$ cat src/logic/fps_pkg.sv
// Purpose: constants and types for the floppy phase sequencer and status block
// Assumes: 8-bit host port with a 3-bit register offset, one clock
// Notes: the command table is a small stand-in, sized per opcode
package fps_pkg;
    localparam logic [2:0] OFS_RATE_SELECT = 3'h4;
    localparam logic [2:0] OFS_MAIN_STATUS = 3'h4;
    localparam logic [2:0] OFS_DATA = 3'h5;
    localparam logic [2:0] OFS_DISK_CHANGE = 3'h7;
    localparam int BIT_REQ = 7;
    localparam int BIT_DIR = 6;
    localparam int BIT_NON_DMA = 5;
    localparam int BIT_BUSY = 4;
    localparam int BIT_CHANGED = 7;
    localparam logic [1:0] RATE_RESET = 2'h2;
    localparam logic [1:0] CC_NORMAL = 2'h0;
    localparam logic [1:0] CC_FAILED = 2'h1;
    localparam logic [1:0] CC_INVALID = 2'h2;
    localparam logic [1:0] CC_POLL = 2'h3;
    localparam logic [3:0] OP_SPECIFY = 4'h3;
    localparam logic [3:0] OP_RECAL = 4'h7;
    localparam logic [3:0] OP_SEEK = 4'hf;
    localparam logic [3:0] OP_READ = 4'h6;
    localparam logic [3:0] OP_WRITE = 4'h5;
    localparam logic [3:0] OP_SENSE = 4'h8;
    localparam logic [3:0] RES_FULL = 4'h7;
    localparam logic [3:0] RES_SENSE = 4'h2;
    localparam logic [3:0] LEN_ZERO = 4'h0;
    localparam logic [3:0] LEN_ONE = 4'h1;
    localparam logic [3:0] PAR_RW = 4'h8;
    localparam logic [3:0] PAR_SPECIFY = 4'h2;
    localparam logic [3:0] PAR_SEEK = 4'h2;
    localparam logic [3:0] PAR_RECAL = 4'h1;

    typedef enum logic [1:0] {PH_COMMAND, PH_EXEC, PH_RESULT} fps_phase_t;

    typedef struct packed {
        logic [1:0] code;
        logic seek_end;
        logic track_fault;
        logic head;
        logic drv1;
        logic drv0;
    } fps_st0_t;
endpackage

$ cat src/logic/fps_buf_if.sv
// Purpose: valid/ready carrier for execution data bytes
// Assumes: one clock
// Notes: none
`timescale 1ns/1ps
interface fps_buf_if;
    logic in_valid;
    logic in_ready;
    logic [7:0] in_data;
    logic out_valid;
    logic out_ready;
    logic [7:0] out_data;
    modport buffer (input in_valid, in_data, out_ready, output in_ready, out_valid, out_data);
    modport user (output in_valid, in_data, out_ready, input in_ready, out_valid, out_data);
endinterface

$ cat src/logic/fps_top.sv
// Purpose: phase sequencer and status registers of the floppy controller
// Assumes: host port reg_rd/reg_wr one-cycle strobes, drive events as pulses
// Notes: drive-side data bytes pass a two-entry buffer; reads return registered data next cycle
`timescale 1ns/1ps
module fps_top (
    input wire logic sys_clk,
    input wire logic rst_n,
    input wire logic [2:0] reg_addr,
    input wire logic reg_rd,
    input wire logic reg_wr,
    input wire logic [7:0] reg_wdata,
    output logic [7:0] reg_rdata,
    input wire logic media_change_input_n,
    input wire logic track_zero_input_n,
    input wire logic terminal_count,
    input wire logic drv_valid,
    input wire logic [7:0] drv_data,
    output logic drv_ready,
    input wire logic exec_done,
    input wire logic ev_crc,
    input wire logic ev_overrun,
    input wire logic ev_no_data,
    input wire logic ev_write_prot,
    input wire logic ev_absent_id,
    input wire logic ev_end_track,
    input wire logic ev_poll_err,
    input wire logic head_sel,
    input wire logic drive_sel,
    output logic [1:0] transfer_rate_field,
    output logic fifo_enabled,
    output logic host_interrupt,
    output logic dma_request
);
    typedef struct packed {
        fps_pkg::fps_phase_t phase;
        logic req;
        logic dir;
        logic busy;
        logic non_dma;
        logic fifo_en;
        logic [1:0] rate;
        logic [3:0] op;
        logic [3:0] left;
        logic [3:0] res_left;
        logic [2:0] res_idx;
        fps_pkg::fps_st0_t st0;
        logic [7:0] st1;
        logic [7:0] rdata;
        logic irq;
        logic drq;
        logic drv_rdy;
        logic [1:0] chg_sync;
        logic [1:0] trk_sync;
    } fps_state_t;

    fps_state_t s_q, s_d;
    fps_buf_if bi();
    logic data_rd, data_wr, pop_byte, trk_seen;

    fps_skid u_skid (
        .sys_clk(sys_clk),
        .rst_n(rst_n),
        .b(bi.buffer)
    );

    // ----------------------------------------
    // Opcode table
    // ----------------------------------------
    function automatic logic [3:0] param_count(input logic [3:0] op);
        case (op)
            fps_pkg::OP_READ, fps_pkg::OP_WRITE: param_count = fps_pkg::PAR_RW;
            fps_pkg::OP_SPECIFY: param_count = fps_pkg::PAR_SPECIFY;
            fps_pkg::OP_SEEK: param_count = fps_pkg::PAR_SEEK;
            fps_pkg::OP_RECAL: param_count = fps_pkg::PAR_RECAL;
            default: param_count = fps_pkg::LEN_ZERO;
        endcase
    endfunction

    function automatic logic [3:0] result_count(input logic [3:0] op);
        case (op)
            fps_pkg::OP_READ, fps_pkg::OP_WRITE: result_count = fps_pkg::RES_FULL;
            fps_pkg::OP_SENSE: result_count = fps_pkg::RES_SENSE;
            fps_pkg::OP_SPECIFY, fps_pkg::OP_SEEK, fps_pkg::OP_RECAL: result_count = fps_pkg::LEN_ZERO;
            default: result_count = fps_pkg::LEN_ONE;
        endcase
    endfunction

    function automatic logic valid_op(input logic [3:0] op);
        valid_op = (param_count(op) != fps_pkg::LEN_ZERO) || (op == fps_pkg::OP_SENSE);
    endfunction

    function automatic logic has_exec(input logic [3:0] op);
        has_exec = (op == fps_pkg::OP_READ) || (op == fps_pkg::OP_WRITE) || (op == fps_pkg::OP_SEEK)
            || (op == fps_pkg::OP_RECAL);
    endfunction

    assign data_wr = reg_wr && (reg_addr == fps_pkg::OFS_DATA);
    assign data_rd = reg_rd && (reg_addr == fps_pkg::OFS_DATA);
    assign bi.in_valid = drv_valid;
    assign bi.in_data = drv_data;
    // Host drains the buffer only in execution; a slow host stalls the drive side
    assign pop_byte = data_rd && (s_q.phase == fps_pkg::PH_EXEC) && s_q.dir;
    assign bi.out_ready = pop_byte;
    assign trk_seen = !s_q.trk_sync[1];

    always_comb
    begin
        s_d = s_q;
        s_d.chg_sync = {s_q.chg_sync[0], media_change_input_n};
        s_d.trk_sync = {s_q.trk_sync[0], track_zero_input_n};
        s_d.drv_rdy = bi.in_ready;
        // ----------------------------------------
        // Register reads
        // ----------------------------------------
        if (reg_rd)
        begin
            case (reg_addr)
                fps_pkg::OFS_DISK_CHANGE: s_d.rdata = {~s_q.chg_sync[1], 7'h00};
                fps_pkg::OFS_MAIN_STATUS: s_d.rdata = {s_q.req, s_q.dir, s_q.non_dma, s_q.busy, 4'h0};
                fps_pkg::OFS_DATA:
                begin
                    if (s_q.phase == fps_pkg::PH_RESULT)
                    begin
                        case (s_q.res_idx)
                            // Bit 3 unused, reads zero
                            3'h0: s_d.rdata = {s_q.st0.code, s_q.st0.seek_end, s_q.st0.track_fault, 1'b0,
                                s_q.st0.head, s_q.st0.drv1, s_q.st0.drv0};
                            3'h1: s_d.rdata = s_q.st1;
                            default: s_d.rdata = 8'h00;
                        endcase
                    end
                    else
                        s_d.rdata = bi.out_data;
                end
                default: s_d.rdata = 8'h00;
            endcase
        end
        // ----------------------------------------
        // Rate writes, latest wins
        // ----------------------------------------
        if (reg_wr && (reg_addr == fps_pkg::OFS_DISK_CHANGE || reg_addr == fps_pkg::OFS_RATE_SELECT))
            s_d.rate = reg_wdata[1:0];
        // ----------------------------------------
        // Phase sequencing
        // ----------------------------------------
        case (s_q.phase)
            fps_pkg::PH_COMMAND:
            begin
                if (data_wr && s_q.req && !s_q.dir)
                begin
                    s_d.req = 1'b0;
                    s_d.busy = 1'b1;
                    if (!s_q.busy)
                    begin
                        s_d.op = reg_wdata[3:0];
                        s_d.left = param_count(reg_wdata[3:0]);
                        s_d.st0 = '0;
                        s_d.st1 = 8'h00;
                        s_d.st0.head = head_sel;
                        s_d.st0.drv1 = drive_sel;
                        s_d.st0.drv0 = !drive_sel;
                        if (!valid_op(reg_wdata[3:0]))
                            s_d.st0.code = fps_pkg::CC_INVALID;
                    end
                    else
                    begin
                        s_d.left = s_q.left - 4'h1;
                        if (s_q.op == fps_pkg::OP_SPECIFY && s_q.left == fps_pkg::LEN_ONE)
                            s_d.non_dma = reg_wdata[0];
                    end
                end
                else if (s_q.busy && !s_q.req)
                begin
                    if (s_q.left != fps_pkg::LEN_ZERO)
                        s_d.req = 1'b1;
                    else
                    begin
                        s_d.fifo_en = 1'b0;
                        s_d.res_idx = 3'h0;
                        s_d.res_left = result_count(s_q.op);
                        if (has_exec(s_q.op))
                        begin
                            s_d.phase = fps_pkg::PH_EXEC;
                            s_d.dir = (s_q.op == fps_pkg::OP_READ);
                        end
                        else if (result_count(s_q.op) != fps_pkg::LEN_ZERO)
                        begin
                            s_d.phase = fps_pkg::PH_RESULT;
                            s_d.req = 1'b1;
                            s_d.dir = 1'b1;
                            s_d.irq = 1'b1;
                        end
                        else
                        begin
                            s_d.req = 1'b1;
                            s_d.busy = 1'b0;
                            s_d.fifo_en = 1'b1;
                        end
                    end
                end
            end
            fps_pkg::PH_EXEC:
            begin
                // Pacing: reads request while a byte is available; writes hold request high
                s_d.req = s_q.dir ? bi.out_valid : 1'b1;
                s_d.irq = s_q.non_dma && bi.out_valid;
                s_d.drq = !s_q.non_dma && bi.out_valid;
                if (ev_crc)
                    s_d.st1[5] = 1'b1;
                if (ev_overrun)
                    s_d.st1[4] = 1'b1;
                if (ev_no_data)
                    s_d.st1[2] = 1'b1;
                if (ev_write_prot)
                    s_d.st1[1] = 1'b1;
                if (ev_absent_id)
                    s_d.st1[0] = 1'b1;
                if (ev_end_track)
                    s_d.st1[7] = 1'b1;
                if (exec_done)
                begin
                    s_d.drq = 1'b0;
                    if ((s_q.op == fps_pkg::OP_READ || s_q.op == fps_pkg::OP_WRITE) && !terminal_count)
                        s_d.st1[7] = 1'b1;
                    if (s_q.op == fps_pkg::OP_SEEK || s_q.op == fps_pkg::OP_RECAL)
                        s_d.st0.seek_end = 1'b1;
                    if (s_q.op == fps_pkg::OP_RECAL && !trk_seen)
                    begin
                        s_d.st0.track_fault = 1'b1;
                        s_d.st0.code = fps_pkg::CC_FAILED;
                    end
                    if (ev_poll_err)
                        s_d.st0.code = fps_pkg::CC_POLL;
                    else if (ev_crc || ev_overrun || ev_no_data || ev_write_prot || ev_absent_id
                        || s_q.st1 != 8'h00)
                        s_d.st0.code = fps_pkg::CC_FAILED;
                    if (s_q.res_left != fps_pkg::LEN_ZERO)
                    begin
                        s_d.phase = fps_pkg::PH_RESULT;
                        s_d.req = 1'b1;
                        s_d.dir = 1'b1;
                        s_d.irq = 1'b1;
                    end
                    else
                    begin
                        s_d.phase = fps_pkg::PH_COMMAND;
                        s_d.fifo_en = 1'b1;
                        s_d.req = 1'b1;
                        s_d.dir = 1'b0;
                        s_d.busy = 1'b0;
                        s_d.irq = 1'b1;
                    end
                end
            end
            fps_pkg::PH_RESULT:
            begin
                if (data_rd && s_q.req && s_q.dir)
                begin
                    s_d.irq = 1'b0;
                    s_d.res_idx = s_q.res_idx + 3'h1;
                    s_d.res_left = s_q.res_left - 4'h1;
                    if (s_q.res_left == fps_pkg::LEN_ONE)
                    begin
                        s_d.phase = fps_pkg::PH_COMMAND;
                        s_d.req = 1'b1;
                        s_d.dir = 1'b0;
                        s_d.busy = 1'b0;
                        s_d.fifo_en = 1'b1;
                    end
                end
            end
            default: s_d.phase = fps_pkg::PH_COMMAND;
        endcase
    end

    always_ff @(posedge sys_clk)
    begin
        if (!rst_n)
        begin
            s_q <= '0;
            s_q.phase <= fps_pkg::PH_COMMAND;
            s_q.req <= 1'b1;
            s_q.fifo_en <= 1'b1;
            s_q.rate <= fps_pkg::RATE_RESET;
            s_q.chg_sync <= 2'h3;
            s_q.trk_sync <= 2'h3;
        end
        else
            s_q <= s_d;
    end

    assign reg_rdata = s_q.rdata;
    assign transfer_rate_field = s_q.rate;
    assign fifo_enabled = s_q.fifo_en;
    assign host_interrupt = s_q.irq;
    assign dma_request = s_q.drq;
    assign drv_ready = s_q.drv_rdy;

    // ----------------------------------------
    // Checks
    // ----------------------------------------
    property p_rate_write;
        @(posedge sys_clk) disable iff (!rst_n)
        reg_wr && reg_addr == fps_pkg::OFS_DISK_CHANGE |=> transfer_rate_field == $past(reg_wdata[1:0]);
    endproperty
    a_rate_write: assert property (p_rate_write) else $error("rate not taken");

    property p_req_drop;
        @(posedge sys_clk) disable iff (!rst_n)
        s_q.phase == fps_pkg::PH_COMMAND && data_wr && s_q.req && !s_q.dir |=> !s_q.req;
    endproperty
    a_req_drop: assert property (p_req_drop) else $error("request stayed high");

    property p_result_end;
        @(posedge sys_clk) disable iff (!rst_n)
        s_q.phase == fps_pkg::PH_RESULT && data_rd && s_q.req && s_q.res_left == fps_pkg::LEN_ONE
        |=> s_q.req && !s_q.dir && !s_q.busy;
    endproperty
    a_result_end: assert property (p_result_end) else $error("bad end of result");

    property p_result_dir;
        @(posedge sys_clk) disable iff (!rst_n)
        s_q.phase == fps_pkg::PH_RESULT |-> s_q.dir && s_q.busy;
    endproperty
    a_result_dir: assert property (p_result_dir) else $error("result flags wrong");

    property p_change_bit;
        @(posedge sys_clk) disable iff (!rst_n)
        reg_rd && reg_addr == fps_pkg::OFS_DISK_CHANGE ##1 1'b1
        |-> reg_rdata[fps_pkg::BIT_CHANGED] == !$past(s_q.chg_sync[1]) && reg_rdata[6:0] == 7'h00;
    endproperty
    a_change_bit: assert property (p_change_bit) else $error("disk change read wrong");

    property p_cmd_dir;
        @(posedge sys_clk) disable iff (!rst_n)
        s_q.phase == fps_pkg::PH_COMMAND |-> !s_q.dir;
    endproperty
    a_cmd_dir: assert property (p_cmd_dir) else $error("direction set in command phase");

    property p_fifo_off;
        @(posedge sys_clk) disable iff (!rst_n)
        s_q.phase == fps_pkg::PH_COMMAND ##1 s_q.phase == fps_pkg::PH_EXEC |-> !fifo_enabled;
    endproperty
    a_fifo_off: assert property (p_fifo_off) else $error("fifo left on");

    property p_crc_flag;
        @(posedge sys_clk) disable iff (!rst_n)
        s_q.phase == fps_pkg::PH_EXEC && ev_crc |=> s_q.st1[5];
    endproperty
    a_crc_flag: assert property (p_crc_flag) else $error("crc flag missed");
endmodule

$ cat src/logic/fps_skid.sv
// Purpose: two-entry buffer for execution data
// Assumes: one clock, synchronous active-low reset
// Notes: in_ready reflects a free slot, so a drain stall loses nothing
`timescale 1ns/1ps
module fps_skid (
    input wire logic sys_clk,
    input wire logic rst_n,
    fps_buf_if.buffer b
);
    typedef struct packed {
        logic [1:0][7:0] mem;
        logic [1:0] cnt;
        logic wp;
        logic rp;
    } fps_skid_t;
    fps_skid_t s_q, s_d;
    logic push, pop;

    assign b.in_ready = (s_q.cnt != 2'h2);
    assign b.out_valid = (s_q.cnt != 2'h0);
    assign b.out_data = s_q.mem[s_q.rp];
    assign push = b.in_valid && b.in_ready;
    assign pop = b.out_valid && b.out_ready;

    always_comb
    begin
        s_d = s_q;
        if (push)
        begin
            s_d.mem[s_q.wp] = b.in_data;
            s_d.wp = ~s_q.wp;
        end
        if (pop)
            s_d.rp = ~s_q.rp;
        s_d.cnt = s_q.cnt + {1'b0, push} - {1'b0, pop};
    end

    always_ff @(posedge sys_clk)
    begin
        if (!rst_n)
            s_q <= '0;
        else
            s_q <= s_d;
    end
endmodule

$ cat config.mk
export PLATFORM = sky130hd
export DESIGN_NAME = fps_top
export DESIGN_NICKNAME = d
export VERILOG_FILES = /design/src/logic/fps_pkg.sv /design/src/logic/fps_buf_if.sv /design/src/logic/fps_top.sv /design/src/logic/fps_skid.sv
export SDC_FILE = /design/constraint.sdc
export NUM_CORES = 1
export LEC_CHECK = 0
export BUFFER_PORTS_ARGS = -buffer_cell sky130_fd_sc_hd__buf_2
export CAP_MARGIN = 30
export CORE_MARGIN = 10
export CORE_UTILIZATION = 23
export DETAILED_ROUTE_END_ITERATION = 8
export PLACE_DENSITY = 0.38
export SLEW_MARGIN = 0
export SYNTH_ARGS = -nofsm -noshare
export SYNTH_HDL_FRONTEND = slang
export SYNTH_SLANG_ARGS = --single-unit
$ cat constraint.sdc
create_clock -name sys_clk -period 2.4 [get_ports sys_clk]
set_input_delay 0.36 -clock sys_clk [delete_from_list [all_inputs] [get_ports sys_clk]]
set_output_delay 0.36 -clock sys_clk [all_outputs]
set_load 0.01 [all_outputs]
# Word-level counts from Yosys, hierarchy flattened
# Cells that the tools add are included.
[totals]
ff_bits = 72
out_inout_bits = 14
elab_cells = 245
[op_classes]
n_addsub = 5
n_lt_le_gt_ge = 3
n_eq_ne = 46
mux = 85
n_bitwise = 4
reduce_logical = 68
[op_table]
columns = ["cell", "n"]
rows = [
  ["$mux W4", 11],
  ["$mux W1", 35],
  ["$mux W8", 4],
  ["$mux W15", 2],
  ["$ne A2 B2 Y1 const B", 15],
  ["$mux W7", 4],
  ["$reduce_and A5 Y1", 5],
  ["$eq A4 B3 Y1 const B", 6],
  ["$pmux W8 S3", 1],
  ["$reduce_and A4 Y1", 6],
  ["$mux W2", 10],
  ["$mux W5", 4],
  ["$logic_and A1 B1 Y1", 18],
  ["$pmux W3 S3", 2],
  ["$bwmux W16", 1],
  ["$eq A4 B4 Y1 const B", 4],
  ["$pmux W8 S2", 1],
  ["$reduce_and A8 Y1", 2],
  ["$reduce_bool A4 Y1", 4],
  ["$ne A3 B3 Y1 const B", 5],
  ["$pmux W7 S2", 1],
  ["$reduce_and A7 Y1", 2],
  ["$pmux W4 S3", 1],
  ["$logic_or A1 B1 Y1", 11],
  ["other kinds (34)", 56],
]

# Depth between registers and ports, before layout
[logic_depth]
ltp_word = 16
depth_mapped = 11
ltp_nobuf = 10

# Cells and area by module
# Synthesis repeated with hierarchy kept, for this count alone.
[unflattened]
hier_cells = 474
hier_area_um2 = 4136.5
[by_module_without_submodules]
columns = ["module", "n_inst", "cells_each", "area_per_inst_um2"]
rows = [
  ["fps_top", 1, 362, 3100.5],
  ["fps_skid", 1, 112, 1036.0],
]

# Least setup slack after synthesis
# Ideal clock, no wire load.
[synth_timing]
path_type = "register to register"
from = "reg s_q[53] (netlist bit)"
to = "reg u_skid.s_q[3] (netlist bit)"
setup_time_ns = 0.128
arrival_time_ns = 1.949
required_ns = 2.272
path_slack_ns = 0.324
stages_incl_launch_ff = 12
period_less_slack_ns = 2.076
path_cell_list = "dfxtp_1 > inv_1 > ha_1 > clkbuf_1 > nand3_1 > nor3_1 > ha_1 > inv_1 > ha_1 > xor2_1 > xnor2_1 > nor2_1"
[synth_via]
elab_chain_len = 5
[synth_rtl]
columns = ["item", "line_no", "source"]
rows = [
  ["start: declaration", "fps_top.sv:56", "fps_state_t s_q, s_d;"],
  ["$eq A2 B1 Y1", "fps_top.sv:102", "assign pop_byte = data_rd && (s_q.phase == fps_pkg::PH_EXEC) && s_q.dir;"],
  ["$logic_and A1 B1 Y1 (2 in a row)", "fps_top.sv:102", ""],
  ["$logic_and A1 B1 Y1", "fps_skid.sv:23", "assign pop = b.out_valid && b.out_ready;"],
  ["via u_skid.pop", "fps_skid.sv:17", "logic push, pop;"],
  ["$sub A2 B1 Y2", "fps_skid.sv:35", "s_d.cnt = s_q.cnt + {1'b0, push} - {1'b0, pop};"],
  ["end signal: assignment", "fps_skid.sv:41", "s_q <= '0;"],
  ["end signal: assignment", "fps_skid.sv:43", "s_q <= s_d;"],
  ["end: declaration", "fps_skid.sv:16", "fps_skid_t s_q, s_d;"],
]
# The timed path passes the listed nets, and every way through them passes these cells.
# A chain may end at the register's enable or synchronous reset.

# Final worst setup path
[layout_timing]
from = "reg s_q[33] (netlist bit)"
to = "reg s_q[50] (netlist bit)"
[layout_via]
elab_chain_len = 4
word_cells_on_any_way = 7
classes_between = "2 x eq/ne; 3 x mux; 2 x reduce/logical"
[layout_rtl]
columns = ["item", "line_no", "source"]
rows = [
  ["$reduce_bool A4 Y1", "fps_top.sv:237", "if (s_q.res_left != fps_pkg::LEN_ZERO)"],
  ["$mux W4", "fps_top.sv:237", ""],
  ["$mux W5", "fps_top.sv:220", "if (exec_done)"],
  ["$pmux W3 S3", "fps_top.sv:146", "case (s_q.phase)"],
]
# Several ways; a longest one is shown, not always the timed one. The select of a mux whose other input is x is not followed.

==> flow_summary_export.csv <==
group,metric,value,unit
outcome,outcome,"finished, final reports clean",
clock_network,cts.sinks,72,
drt,drc,0,
critical_path,worst_r2r_endpoint,"s_q[50]$_SDFFE_PN0P_",
placement,gp_congestion,0.838,
yosys,async_flop_share,0,%
yosys,ys_ff_latch,72,
critical_path,r2r_cells,6,
placement,dp_cells,710,
timing,finalCriticalPeriod,2.19,ns
timing,setup_slack,0.209,ns
global_route,grt.total_usage,10.8,%
layout,finalInstanceArea,4620,um2
critical_path,critical_path.startpoint_type,"flop",
critical_path,worstPathMaxFanout,5,
min_path,worstHoldStart,"track_zero_input_n",
die,dieArea,22300,um2
timing,layout_worst_path_cycle_share,91.3,%
drt,highest_layer,"met4",
die,die_w,149,um
min_path,whs_endpoint,"s_d[1]$_SDFF_PN1_",
drt,ant_nets,0,
timing,max_freq,456,MHz
timing,hold_viol_final,0,
clock_network,htreeDepth,3,
critical_path,timing.rr.start,"s_q[33]$_SDFFE_PN0P_",
clock_network,clk_path_buf_depth,2,
yosys,synth.cell_area,3840,um2
yosys,syn_inst,464,
yosys,yosysSeqAreaShare,37.5,%
drt,dr.pass1.iters,5,
drt,avgRoutedWirePerCell,16.1,um
global_route,grt_pass1_vias,3371,
timing,final-setup-viol-count,0,
placement,numPortBuffers,46,
clock_network,cts_tree,"built",
timing,fin_setup_tns,0,ns
die,num_rows,47,
clock_network,numCtsBuffers,9,
global_route,grt_pass1_wl,18700,um
critical_path,criticalPathCategory,"flop to flop",
global_route,overflow,0,
layout,fin_cells,726,
power_and_ir_drop,pwr_density_cell,682,nW/um2
layout,fill_cells,1787,
drt,met3_length,706,um
die,core_area,16500,um2
critical_path,crit_path_end_kind,"flop",
yosys,synth_edf_count,0,
clock_network,cts_resized,0,
yosys,synth_cell_types,60,
critical_path,required,2.68,ns
clock_network,post_cts_buffers,0,
timing,slew_violations,0,
layout,nets,552,
die,die_h,149,um
drt,num_vias,3429,
timing,worst_slew_pin_slew,0.659,ns
drt,met1Wirelength,5530,um
clock_network,clk_pin_slew_worst_paths,0.06,ns
drt,viasPerCell,4.72,
die,pin_count,51,
power_and_ir_drop,p_leak,1.82,nW
layout,area_growth,20.1,%
global_route,grt_max_degree,37,
layout,post-route-util,28.0,%
clock_network,ctsRootBufferMaster,"clkbuf_16",
timing,finalClockSkew,0.00740,ns
placement,dp_slack,0.227,ns
yosys,syn-num-nets,515,
global_route,antenna_found_initial,0,
timing,slew_headroom,55.8,%
drt,wl,11700,um
power_and_ir_drop,vdd_drop_max,0.349,mV
drt,drt_iter0_drc,239,
die,initial_core_util,23.3,%
run,maxCapViolCount,0,
min_path,hold_path_depth,2,
clock_network,worstSkewPairLatency,0.34,ns
yosys,postSynthAreaPerCell,8.28,um2
timing,rsz0062_at_grt,"false",
layout,diodes,0,
critical_path,r2r_slack,0.21,ns
placement,dp_hpwl,8800,um
min_path,hold_class,"primary input to flop",
layout,drive_above_1_share,16.6,%
yosys,ys.flop_type,"dfxtp_1",
critical_path,cp.arrival,2.47,ns
drt,wl_met2,5280,um
placement,place_area,4310,um2
yosys,ys_warn_count,0,
clock_network,cts_hold_repair.buffers,0,
[cell type report]
cell class	count	area (um2)	share of cell area [%]
multi-input cells	332	2140	46.3
flip-flops and latches	72	1440	31.2
repair buffers	63	370	8.02
well taps	220	275	5.96
clock buffers	9	225	4.88
inverters	23	86.3	1.87
clock inverters	7	80.1	1.73
[cells in the final DEF, fill, tap and decap left out, types with 4 or more instances in the layout]
cell / synthesis / routed
dfxtp_1: 72 / 72
nor2_1: 49 / 49
buf_2: 2 / 46
nand2_1: 41 / 41
mux2i_1: 32 / 32
a21oi_1: 26 / 26
inv_1: 23 / 23
nor3_1: 17 / 17
o21ai_0: 16 / 16
buf_4: 10 / 16
nand3_1: 15 / 15
a22oi_1: 14 / 14
ha_1: 14 / 14
nand2b_1: 13 / 13
o22ai_1: 10 / 10
clkbuf_16: 0 / 9
nor2b_1: 6 / 6
o21a_1: 6 / 6
xnor2_1: 5 / 5
a21o_1: 5 / 5
a211oi_1: 4 / 4
[cell usage after synthesis, types with 4 or more instances]
master | instances | share of area (%)
nor3_1 | 17 | 2.2
nor2_1 | 49 | 4.8
nand2b_1 | 13 | 2.1
nand2_1 | 41 | 4.0
xnor2_1 | 5 | 1.1
nand3_1 | 15 | 2.0
dfxtp_1 | 72 | 37
ha_1 | 14 | 4.6
inv_1 | 23 | 2.2
o21ai_0 | 16 | 2.1
mux2i_1 | 32 | 8.3
buf_4 | 10 | 2.0
buf_1 | 4 | 0.39
clkbuf_1 | 21 | 2.1
nor2b_1 | 6 | 0.98
a22oi_1 | 14 | 2.7
a211oi_1 | 4 | 0.78
a21oi_1 | 26 | 3.4
o21a_1 | 6 | 1.2
a21o_1 | 5 | 0.98
o22ai_1 | 10 | 1.6
[critical path: stages, from the launching register on]
cell      delay (ns)
dfxtp_1         0.39
ha_1            0.15
or3b_2          0.44
o31a_1          0.31
nand4b_1        0.31
or3_1           0.40
a21oi_1         0.12
[routing by layer]
layer / vias to the layer above / GRT usage, %
met5: - / 0
met4: 0 / 3.53
met3: 9 / 3.25
met2: 74 / 16.5
met1: 1644 / 14.0
li1: 1702 / -
[metrics by stage]
step                power, mW  hold slack, ns
detailed placement       1.79           0.401
floorplan                1.61           0.386
CTS                      3.20           0.183
finish                   3.15           0.197
global placement         1.78           0.390
global route             3.30           0.191
[sequential cells by signal, summed over array words and instances (netlist names)]
| register | count |
|---|---|
| host_interrupt | 1 |
| reg_rdata | 8 |
| drv_ready | 1 |
| s_d | 2 |
| transfer_rate_field | 2 |
| fifo_enabled | 1 |
| s_q | 36 |
| u_skid.s_q | 20 |
| dma_request | 1 |
[report_power, final]
part	internal, mW	leakage (nW)	switching [mW]
Sequential	1.25	0.585	0.0398
Clock	0.817	0.148	0.578
Combinational	0.190	1.09	0.273
[cells by family (layout without fill, tap and decap cells)]
family | Yosys count | count (layout) | synth area share, %
AOI/OAI and AO/OA | 107 | 107 | 18.5
DFF | 72 | 72 | 37.5
and+or+nand+nor | 169 | 169 | 21.8
xor gates and xnor gates | 8 | 8 | 1.82
adders and majority gates | 15 | 15 | 4.82
buffers and inverters | 60 | 102 | 6.90
muxes | 33 | 33 | 8.63
[how the worst max path moves through the flow]
| stage | from | endpoint | slack (ns) | depth (start not counted) |
|---|---|---|---|---|
| 5_1_grt | s_q[38]$_SDFFE_PN0P_ | s_q[50]$_SDFFE_PN0P_ | 0.05 | 7 |
| 4_1_cts | s_q[33]$_SDFFE_PN0P_ | s_q[50]$_SDFFE_PN0P_ | 0.21 | 6 |
| 6_report | s_q[33]$_SDFFE_PN0P_ | s_q[50]$_SDFFE_PN0P_ | 0.21 | 6 |
| 3_5_place_dp | s_q[33]$_SDFFE_PN0P_ | s_q[50]$_SDFFE_PN0P_ | 0.23 | 6 |
| 2_1_floorplan | s_q[53]$_SDFFE_PN0P_ | u_skid.s_q[3]$_SDFF_PN0_ | 0.32 | 11 |
| 3_3_place_gp | s_q[33]$_SDFFE_PN0P_ | s_q[50]$_SDFFE_PN0P_ | 0.26 | 6 |
No activity file was read; power rests on OpenSTA's default activity.
